==> src/design/qsc_pkg.sv <==
// qsc_pkg: register map, field positions, reset values and shared types
// of the queued serial master sequencer.
// assumes a 16-bit register port with byte-style offsets in steps of four.
package qsc_pkg;

    // ==========================================================
    // register offsets
    localparam logic [7:0] OFS_DLY      = 8'h00;
    localparam logic [7:0] OFS_WRAP     = 8'h04;
    localparam logic [7:0] OFS_IRQ      = 8'h08;
    localparam logic [7:0] OFS_TXD      = 8'h0c;
    localparam logic [7:0] OFS_RXD      = 8'h10;
    localparam logic [7:0] OFS_CMD_BASE = 8'h40;

    // ==========================================================
    // field positions
    localparam int POS_RUN       = 15;
    localparam int POS_LEAD_LO   = 8;
    localparam int POS_HALT      = 15;
    localparam int POS_WRAP_EN   = 14;
    localparam int POS_WRAP_TGT  = 13;
    localparam int POS_CS_IDLE   = 12;
    localparam int POS_END_LO    = 8;
    localparam int POS_DONE_LO   = 4;
    localparam int POS_LOCKOUT   = 12;
    localparam int POS_ABORT     = 2;
    localparam int POS_FINISHED  = 0;
    localparam int POS_TX_FULL   = 8;

    // ==========================================================
    // reset values and timing
    localparam logic [15:0] RST_DLY   = 16'h0000;
    localparam logic [15:0] RST_WRAP  = 16'h0000;
    localparam logic [7:0]  DLY_DEF   = 8'h01;
    localparam logic [3:0]  SCK_HALF_CYC = 4'h4;
    localparam logic [5:0]  SCK_EDGES = 6'h20;
    localparam int          TX_DEPTH  = 16;
    localparam int          WORD_W    = 16;

    typedef struct packed {
        logic       post_delay_select;
        logic       clk_delay_select;
        logic [3:0] cs;
    } qsc_cmd_t;

    typedef struct packed {
        logic        wr;
        logic        rd;
        logic [7:0]  addr;
        logic [15:0] wdata;
    } qsc_bus_t;

endpackage

==> src/design/qsc_fifo.sv <==
// qsc_fifo: synchronous word FIFO, width and depth as parameters.
// assumes one clock and a synchronous active-high reset.
`timescale 1ns/1ps
`default_nettype none
module qsc_fifo
    import qsc_pkg::*;
#(
    parameter int W = 16,
    parameter int D = 16
)
(
    input  wire logic         core_clk_i,
    input  wire logic         srst_i,
    input  wire logic         in_valid_i,
    output logic              in_ready_o,
    input  wire logic [W-1:0] in_data_i,
    output logic              out_valid_o,
    input  wire logic         out_ready_i,
    output logic [W-1:0]      out_data_o
);
    localparam int AW = $clog2(D);

    logic [W-1:0] mem_r [D];
    logic [AW:0]  wptr_r;
    logic [AW:0]  rptr_r;
    logic         push;
    logic         pop;

    // extra pointer bit separates full from empty
    assign in_ready_o  = !((wptr_r[AW] != rptr_r[AW]) && (wptr_r[AW-1:0] == rptr_r[AW-1:0]));
    assign out_valid_o = (wptr_r != rptr_r);
    assign out_data_o  = mem_r[rptr_r[AW-1:0]];
    assign push        = in_valid_i && in_ready_o;
    assign pop         = out_valid_o && out_ready_i;

    always_ff @(posedge core_clk_i)
    begin
        if (push)
        begin
            mem_r[wptr_r[AW-1:0]] <= in_data_i;
        end
    end

    always_ff @(posedge core_clk_i)
    begin
        if (srst_i)
        begin
            wptr_r <= '0;
            rptr_r <= '0;
        end
        else
        begin
            if (push)
            begin
                wptr_r <= wptr_r + 1'b1;
            end
            if (pop)
            begin
                rptr_r <= rptr_r + 1'b1;
            end
        end
    end
endmodule // qsc_fifo
`default_nettype wire

==> src/design/qsc_seq.sv <==
// qsc_seq: queued serial master sequencer with command RAM, delays,
// queue pointers, wraparound, halt and abort handling.
// assumes a register master on core_clk_i and a miso pin from outside.
`timescale 1ns/1ps
`default_nettype none
module qsc_seq
    import qsc_pkg::*;
(
    input  wire logic        core_clk_i,
    input  wire logic        srst_i,
    input  wire logic [7:0]  reg_addr_i,
    input  wire logic [15:0] reg_wdata_i,
    input  wire logic        reg_wr_i,
    input  wire logic        reg_rd_i,
    output logic [15:0]      reg_rdata_o,
    input  wire logic        miso_i,
    output logic             sck_o,
    output logic             mosi_o,
    output logic [3:0]       cs_o
);
    // ==========================================================
    // declarations
    typedef enum logic [2:0] {ST_IDLE, ST_LOAD, ST_LEAD, ST_SHIFT, ST_POST} qsc_state_t;

    qsc_state_t  st_r;
    qsc_bus_t    bus;
    qsc_cmd_t    cmd_ram_r [16];
    qsc_cmd_t    cur_cmd;
    logic        run_r;
    logic [6:0]  lead_r;
    logic [7:0]  post_r;
    logic        halt_r;
    logic        wrap_en_r;
    logic        wrap_tgt_r;
    logic        cs_idle_r;
    logic [3:0]  end_ptr_r;
    logic [3:0]  done_ptr_r;
    logic [3:0]  start_ptr_r;
    logic        lockout_r;
    logic        abort_flag_r;
    logic        fin_flag_r;
    logic [3:0]  ptr_r;
    logic [7:0]  dly_cnt_r;
    logic [3:0]  half_cnt_r;
    logic [5:0]  edge_cnt_r;
    logic [15:0] sh_r;
    logic [15:0] rx_word_r;
    logic        rx_bit_r;
    logic        sck_r;
    logic        mosi_r;
    logic [3:0]  cs_r;
    logic [15:0] rdata_r;
    logic        miso_m_r;
    logic        miso_s_r;
    logic        wr_dly;
    logic        wr_wrap;
    logic        wr_irq;
    logic        wr_txd;
    logic        wr_cmd;
    logic        sw_set_run;
    logic        sw_clr_run;
    logic        abort_evt;
    logic        post_done;
    logic        at_end;
    logic        seq_end;
    logic        tx_ready;
    logic        tx_valid;
    logic        tx_pop;
    logic [15:0] tx_data;
    logic [7:0]  lead_load;
    logic [7:0]  post_load;

    assign bus     = '{wr: reg_wr_i, rd: reg_rd_i, addr: reg_addr_i, wdata: reg_wdata_i};
    assign wr_dly  = bus.wr && (bus.addr == OFS_DLY);
    assign wr_wrap = bus.wr && (bus.addr == OFS_WRAP);
    assign wr_irq  = bus.wr && (bus.addr == OFS_IRQ);
    assign wr_txd  = bus.wr && (bus.addr == OFS_TXD);
    assign wr_cmd  = bus.wr && (bus.addr[7:6] == OFS_CMD_BASE[7:6]) && (bus.addr[1:0] == 2'b00);
    assign cur_cmd = cmd_ram_r[ptr_r];

    assign sw_set_run = wr_dly && bus.wdata[POS_RUN];
    assign sw_clr_run = wr_dly && !bus.wdata[POS_RUN] && !lockout_r;
    assign abort_evt  = sw_clr_run && run_r;
    assign post_done  = (st_r == ST_POST) && (dly_cnt_r <= 8'h01);
    assign at_end     = (ptr_r == end_ptr_r);
    assign seq_end    = post_done && (halt_r || (at_end && !wrap_en_r));
    assign tx_pop     = (st_r == ST_LOAD) && tx_valid && !abort_evt;
    // a zero delay field still costs one cycle so the counter never underflows
    assign lead_load  = (cur_cmd.clk_delay_select && (lead_r != 7'h00)) ? {1'b0, lead_r} : DLY_DEF;
    assign post_load  = (cur_cmd.post_delay_select && (post_r != 8'h00)) ? post_r : DLY_DEF;

    // ==========================================================
    // transmit word buffer; a full buffer drops the write, software polls
    qsc_fifo #(
        .W (WORD_W),
        .D (TX_DEPTH)
    ) u_txq (
        .core_clk_i  (core_clk_i),
        .srst_i      (srst_i),
        .in_valid_i  (wr_txd),
        .in_ready_o  (tx_ready),
        .in_data_i   (bus.wdata),
        .out_valid_o (tx_valid),
        .out_ready_i (tx_pop),
        .out_data_o  (tx_data)
    );

    // ==========================================================
    // registers
    always_ff @(posedge core_clk_i)
    begin
        if (srst_i)
        begin
            lead_r <= RST_DLY[14:8];
            post_r <= RST_DLY[7:0];
        end
        else if (wr_dly)
        begin
            lead_r <= bus.wdata[14:POS_LEAD_LO];
            post_r <= bus.wdata[7:0];
        end
    end

    // software set wins over a completion in the same cycle
    always_ff @(posedge core_clk_i)
    begin
        if (srst_i)
        begin
            run_r <= RST_DLY[POS_RUN];
        end
        else if (sw_set_run)
        begin
            run_r <= 1'b1;
        end
        else if (sw_clr_run)
        begin
            run_r <= 1'b0;
        end
        else if (seq_end)
        begin
            run_r <= 1'b0;
        end
    end

    // done pointer is not in the write path at all
    always_ff @(posedge core_clk_i)
    begin
        if (srst_i)
        begin
            halt_r      <= RST_WRAP[POS_HALT];
            wrap_en_r   <= RST_WRAP[POS_WRAP_EN];
            wrap_tgt_r  <= RST_WRAP[POS_WRAP_TGT];
            cs_idle_r   <= RST_WRAP[POS_CS_IDLE];
            end_ptr_r   <= RST_WRAP[11:8];
            start_ptr_r <= RST_WRAP[3:0];
        end
        else if (wr_wrap)
        begin
            halt_r      <= bus.wdata[POS_HALT];
            wrap_en_r   <= bus.wdata[POS_WRAP_EN];
            wrap_tgt_r  <= bus.wdata[POS_WRAP_TGT];
            cs_idle_r   <= bus.wdata[POS_CS_IDLE];
            end_ptr_r   <= bus.wdata[11:POS_END_LO];
            start_ptr_r <= bus.wdata[3:0];
        end
    end

    always_ff @(posedge core_clk_i)
    begin
        if (srst_i)
        begin
            lockout_r    <= 1'b0;
            abort_flag_r <= 1'b0;
            fin_flag_r   <= 1'b0;
        end
        else
        begin
            if (wr_irq)
            begin
                lockout_r <= bus.wdata[POS_LOCKOUT];
            end
            if (abort_evt)
            begin
                abort_flag_r <= 1'b1;
            end
            else if (wr_irq && bus.wdata[POS_ABORT])
            begin
                abort_flag_r <= 1'b0;
            end
            if (post_done && (halt_r || at_end))
            begin
                fin_flag_r <= 1'b1;
            end
            else if (wr_irq && bus.wdata[POS_FINISHED])
            begin
                fin_flag_r <= 1'b0;
            end
        end
    end

    always_ff @(posedge core_clk_i)
    begin
        if (wr_cmd)
        begin
            cmd_ram_r[bus.addr[5:2]] <= bus.wdata[5:0];
        end
    end

    // read data stands only in the cycle after the strobe
    always_ff @(posedge core_clk_i)
    begin
        if (srst_i || !bus.rd)
        begin
            rdata_r <= 16'h0000;
        end
        else if (bus.addr == OFS_DLY)
        begin
            rdata_r <= {run_r, lead_r, post_r};
        end
        else if (bus.addr == OFS_WRAP)
        begin
            rdata_r <= {halt_r, wrap_en_r, wrap_tgt_r, cs_idle_r, end_ptr_r, done_ptr_r,
                        start_ptr_r};
        end
        else if (bus.addr == OFS_IRQ)
        begin
            rdata_r <= {3'h0, lockout_r, 9'h000, abort_flag_r, 1'b0, fin_flag_r};
        end
        else if (bus.addr == OFS_TXD)
        begin
            rdata_r <= {7'h00, !tx_ready, 8'h00};
        end
        else if (bus.addr == OFS_RXD)
        begin
            rdata_r <= rx_word_r;
        end
        else if (wr_cmd || bus.addr[7:6] == OFS_CMD_BASE[7:6])
        begin
            rdata_r <= {10'h000, cmd_ram_r[bus.addr[5:2]]};
        end
        else
        begin
            rdata_r <= 16'h0000;
        end
    end

    always_ff @(posedge core_clk_i)
    begin
        miso_m_r <= miso_i;
        miso_s_r <= miso_m_r;
    end

    // ==========================================================
    // sequencer
    always_ff @(posedge core_clk_i)
    begin
        if (srst_i)
        begin
            st_r       <= ST_IDLE;
            ptr_r      <= 4'h0;
            done_ptr_r <= 4'h0;
            dly_cnt_r  <= 8'h00;
        end
        else if (abort_evt)
        begin
            st_r <= ST_IDLE;
        end
        else
        begin
            unique case (st_r)
                ST_IDLE:
                begin
                    if (run_r)
                    begin
                        ptr_r <= start_ptr_r;
                        st_r  <= ST_LOAD;
                    end
                end
                ST_LOAD:
                begin
                    // an empty buffer stalls the queue with chip selects idle
                    if (tx_valid)
                    begin
                        dly_cnt_r <= lead_load;
                        st_r      <= ST_LEAD;
                    end
                end
                ST_LEAD:
                begin
                    if (dly_cnt_r <= 8'h01)
                    begin
                        st_r <= ST_SHIFT;
                    end
                    else
                    begin
                        dly_cnt_r <= dly_cnt_r - 8'h01;
                    end
                end
                ST_SHIFT:
                begin
                    if ((half_cnt_r == 4'h1) && (edge_cnt_r == SCK_EDGES - 6'h01))
                    begin
                        dly_cnt_r <= post_load;
                        st_r      <= ST_POST;
                    end
                end
                ST_POST:
                begin
                    if (post_done)
                    begin
                        done_ptr_r <= ptr_r;
                        if (seq_end)
                        begin
                            st_r <= ST_IDLE;
                        end
                        else if (at_end)
                        begin
                            ptr_r <= wrap_tgt_r ? start_ptr_r : 4'h0;
                            st_r  <= ST_LOAD;
                        end
                        else
                        begin
                            ptr_r <= ptr_r + 4'h1;
                            st_r  <= ST_LOAD;
                        end
                    end
                    else
                    begin
                        dly_cnt_r <= dly_cnt_r - 8'h01;
                    end
                end
            endcase
        end
    end

    // ==========================================================
    // serial shifter, mode 0: sample on rising, change on falling
    always_ff @(posedge core_clk_i)
    begin
        if (srst_i || st_r != ST_SHIFT || abort_evt)
        begin
            sck_r      <= 1'b0;
            half_cnt_r <= SCK_HALF_CYC;
            edge_cnt_r <= 6'h00;
            if (tx_pop)
            begin
                sh_r   <= tx_data;
                mosi_r <= tx_data[15];
            end
        end
        else if (half_cnt_r == 4'h1)
        begin
            half_cnt_r <= SCK_HALF_CYC;
            sck_r      <= !sck_r;
            edge_cnt_r <= edge_cnt_r + 6'h01;
            if (!sck_r)
            begin
                rx_bit_r <= miso_s_r;
            end
            else
            begin
                sh_r   <= {sh_r[14:0], rx_bit_r};
                mosi_r <= sh_r[14];
                if (edge_cnt_r == SCK_EDGES - 6'h01)
                begin
                    rx_word_r <= {sh_r[14:0], rx_bit_r};
                end
            end
        end
        else
        begin
            half_cnt_r <= half_cnt_r - 4'h1;
        end
    end

    always_ff @(posedge core_clk_i)
    begin
        if (srst_i)
        begin
            cs_r <= 4'h0;
        end
        else if ((st_r == ST_LEAD || st_r == ST_SHIFT) && !abort_evt)
        begin
            cs_r <= cur_cmd.cs;
        end
        else
        begin
            cs_r <= {4{cs_idle_r}};
        end
    end

    assign reg_rdata_o = rdata_r;
    assign sck_o       = sck_r;
    assign mosi_o      = mosi_r;
    assign cs_o        = cs_r;
endmodule // qsc_seq
`default_nettype wire

==> config.mk <==
export PLATFORM = sky130hd
export DESIGN_NAME = qsc_seq
export DESIGN_NICKNAME = d
export VERILOG_FILES = /design/src/design/qsc_pkg.sv /design/src/design/qsc_fifo.sv /design/src/design/qsc_seq.sv
export SDC_FILE = /design/constraint.sdc
export NUM_CORES = 1
export LEC_CHECK = 0
export BUFFER_PORTS_ARGS = -buffer_cell sky130_fd_sc_hd__buf_2
export CAP_MARGIN = 20
export CORE_ASPECT_RATIO = 0.9
export CORE_UTILIZATION = 60
export CTS_CLUSTER_DIAMETER = 100
export DETAILED_ROUTE_END_ITERATION = 10
export GPL_TIMING_DRIVEN = 0
export HOLD_SLACK_MARGIN = 0.12
export PLACE_DENSITY_LB_ADDON = 0.05
export REMOVE_ABC_BUFFERS = 1
export SYNTH_ARGS = -nofsm -noshare
export SYNTH_HDL_FRONTEND = slang
export SYNTH_HIERARCHICAL = 1
export SYNTH_SLANG_ARGS = --single-unit
==> constraint.sdc <==
create_clock -name core_clk_i -period 4.6 [get_ports core_clk_i]
set_clock_uncertainty 0.2 [all_clocks]
set_input_delay 0.92 -clock core_clk_i [delete_from_list [all_inputs] [get_ports core_clk_i]]
set_output_delay 0.92 -clock core_clk_i [all_outputs]
set_load 0.02 [all_outputs]
==> summary.txt <==
Cells and area
  – Fill count: 2202
  – Most frequent cells in the layout: 385 x edfxtp_1, 141 x nand2_1, 103 x mux4_2
  – Finished Cell Area: 22600 sq um
  – Fraction of layout cells with a size suffix above 1: 0.198
  – Final core occ: 0.682
  – Most common cell after layout, fill and taps aside: edfxtp_1
  – Fin cells: 1787
  – Area Overhead vs Synth: 11.0%
  – Final #Nets: 1332

Global route
  – Vias in the first global route: 11200
  – Busiest grt layer: met2
  – Met3 Use GR: 0.0410
  – Largest net degree at the start of global routing: 65
  – Gr ovfl total: 0
  – Global-route wire length before repair: 68700 um
  – Antenna violations before repair: 1
  – GRT Total Usage: 0.270
  – Met1 Resource Use GR: 0.397
  – Met2 Use GR: 0.430

Routing
  – Residual DRC: 0
  – Final WL: 45700 um
  – Pre-Repair DR Iteration Count: 6
  – Iter 0 DRT Violations: 1366
  – DR vias/cell: 6.46
  – Average wire per standard cell: 25.6 um
  – Via count: 11500
  – Routed Antenna Nets: 0

Placement
  – Placed cell areas: 21000 sq um
  – HPWL after detailed placement: 28100 um
  – Pre-CTS setup slack: -0.282 ns
  – Port bufs: 50
  – Placed cells: 1692
  – RD Place Congestion: 0.915

Yosys
  – Post-synthesis async set-or-reset flop share: 0
  – Netlist cell types: 77
  – Yosys reg bits: 486
  – Seq/Total Area, Yosys: 0.667
  – Avg Cell Area, Syn: 16.3 sq um
  – Largest area contributor in the netlist: edfxtp_1
  – Post-synth EDFFs: 385
  – Synthesized area: 20400 sq um
  – Syn Inst Count: 1247
  – Top FF cell, synth: edfxtp_1
  – Synth Warn #: 6
  – Synth area leaders: edfxtp_1 57%, mux4_2 11%, dfxtp_1 9.9%
  – Post-synth top area share: 0.567

Timing
  – Final WS setup: 0.368 ns
  – Post-layout min period: 4.23 ns
  – Fin. max-slew vios: 0
  – Final TNS setup: 0 ns
  – Worst Max-Slew Pin Slew: 1.15 ns
  – Final hold viol count: 0
  – Final-report setup violation count: 0
  – Achievable Freq: 0.236 GHz
  – RSZ-0062 raised after global routing: false
  – Relative slew slack: 0.231
  – Final Cycle Share: 0.920
  – WHS: 0.127 ns

Hold path
  – HP Class: flip-flop to flip-flop

Clock network
  – CTS Sinks: 486
  – Resized Gates After CTS: 0
  – Setup Fix Bufs, Post-CTS: 0
  – Root buf cell: clkbuf_16
  – # H-tree levels: 2
  – Max clock buf depth: 3
  – CTS tree: done
  – Clock slew at reported path FFs: 0.06 ns
  – Hold Buf Count CTS: 0
  – Num CTS Buffers: 47
  – Worst skew pair latency: 0.56 ns

Critical path
  – CP endpoint kind: flip-flop
  – Crit path max fanout: 29
  – Crit path DAT: 4.20 ns
  – CP required: 4.57 ns
  – Setup crit start kind: input port
  – Critical path type: input port to flip-flop

Power
  – Total Power: 8.66 mW
  – Comb power frac: 0.027
  – Reg power frac: 0.548
  – Power per cell area: 383 nW/um^2
  – Clock share of power: 0.425
  – Switching Power: 1.75 mW
  – Sw frac: 0.202
  – Leakage: 7.22 nW
  – Worst vdd ir: 0.365 mV
  – Int Pwr: 6.91 mW

Floorplanning
  – Die Height: 177 um
  – Row count: 63
  – Die area: 34700 sq um
  – Top Ports: 51
  – Core area: 33200 sq um
  – Die Span X: 196 um
  – Starting Density: 0.614

Flow run
  – Max-Cap Viols: 0

Status
  – Status: finished, final reports clean
==> area by class of cell <==
class | count | area, sq um | share of cell area
tap | 455 | 569 | 0.0252
multi-input combinational | 678 | 6390 | 0.282
clock inverter | 25 | 209 | 0.00924
inverter | 16 | 60.1 | 0.00265
clock buffer | 62 | 1250 | 0.0554
sequential | 486 | 13600 | 0.601
antenna | 2 | 5.00 | 0.000221
timing repair buffer | 63 | 543 | 0.0240
==> registers in the layout, indices dropped and copies added, names as in the netlist, 5 cells and up, named ones only <==
signal,count
lead_r,7
post_r,8
rx_word_r,16
dly_cnt_r,8
u_txq/rptr_r,5
cmd_ram_r,96
u_txq/mem_r,256
u_txq/wptr_r,5
edge_cnt_r,6
reg_rdata_o,16
sh_r,15
==> cell families after synthesis <==
logic type                 synth area share
DFF                                   0.667
and+or+nand+nor                      0.0776
AOI/OAI and AO/OA                    0.0547
muxes                                 0.164
buffers and inverters                0.0203
xor gates and xnor gates            0.00946
adders and majority gates           0.00676
==> routing by layer <==
layer  part of all wire  up-vias
met3              0.072       73
met1               0.43     5891
met2               0.48      497
met5                  0        -
li1                   -     5080
met4              0.020        0
==> critical path: stages <==
cell	delay, ns
buf_2	0.72
nand3_1	0.47
nor2_1	0.52
inv_1	0.19
a21oi_4	0.36
and3_1	0.99
==> final timing paths <==
path	end	slack, ns	startpoint	cells past startpoint
setup / recovery	u_txq/mem_r[13][6]	0.37	reg_addr_i[2]	6
hold / removal	miso_s_r	0.13	miso_m_r	0
setup reg to reg	rx_word_r[2]	1.43	lockout_r	4
hold reg to reg	miso_s_r	0.13	miso_m_r	0
==> synth_stat cells, types with 4 or more instances <==
cell / n
edfxtp_1: 385
nand2_1: 141
mux4_2: 103
dfxtp_1: 101
nor2_1: 64
a21oi_1: 61
nand3_1: 36
mux4_1: 30
clkbuf_1: 24
buf_2: 22
and3_1: 20
inv_1: 15
o21ai_0: 15
mux2i_1: 13
nor2b_1: 12
ha_1: 11
xnor2_1: 11
xor2_1: 11
mux2_2: 10
nor3_1: 9
a222oi_1: 8
a22oi_1: 7
and2_1: 7
buf_1: 7
buf_6: 7
nand4_1: 7
a221oi_1: 6
nand2b_1: 6
nor4_1: 5
o311ai_0: 5
a211o_1: 4
a311oi_1: 4
a32o_1: 4
buf_4: 4
o211ai_1: 4
==> power groups by stage <==
stage	Combinational (mW)	Sequential, mW	Clock [mW]
floorplan	0.0884	4.85	0
global placement	0.208	4.85	0
detailed placement	0.232	4.84	0
CTS	0.232	4.75	3.73
global route	0.250	4.75	3.91
finish	0.233	4.75	3.68
No activity file was read; power rests on OpenSTA's default activity.
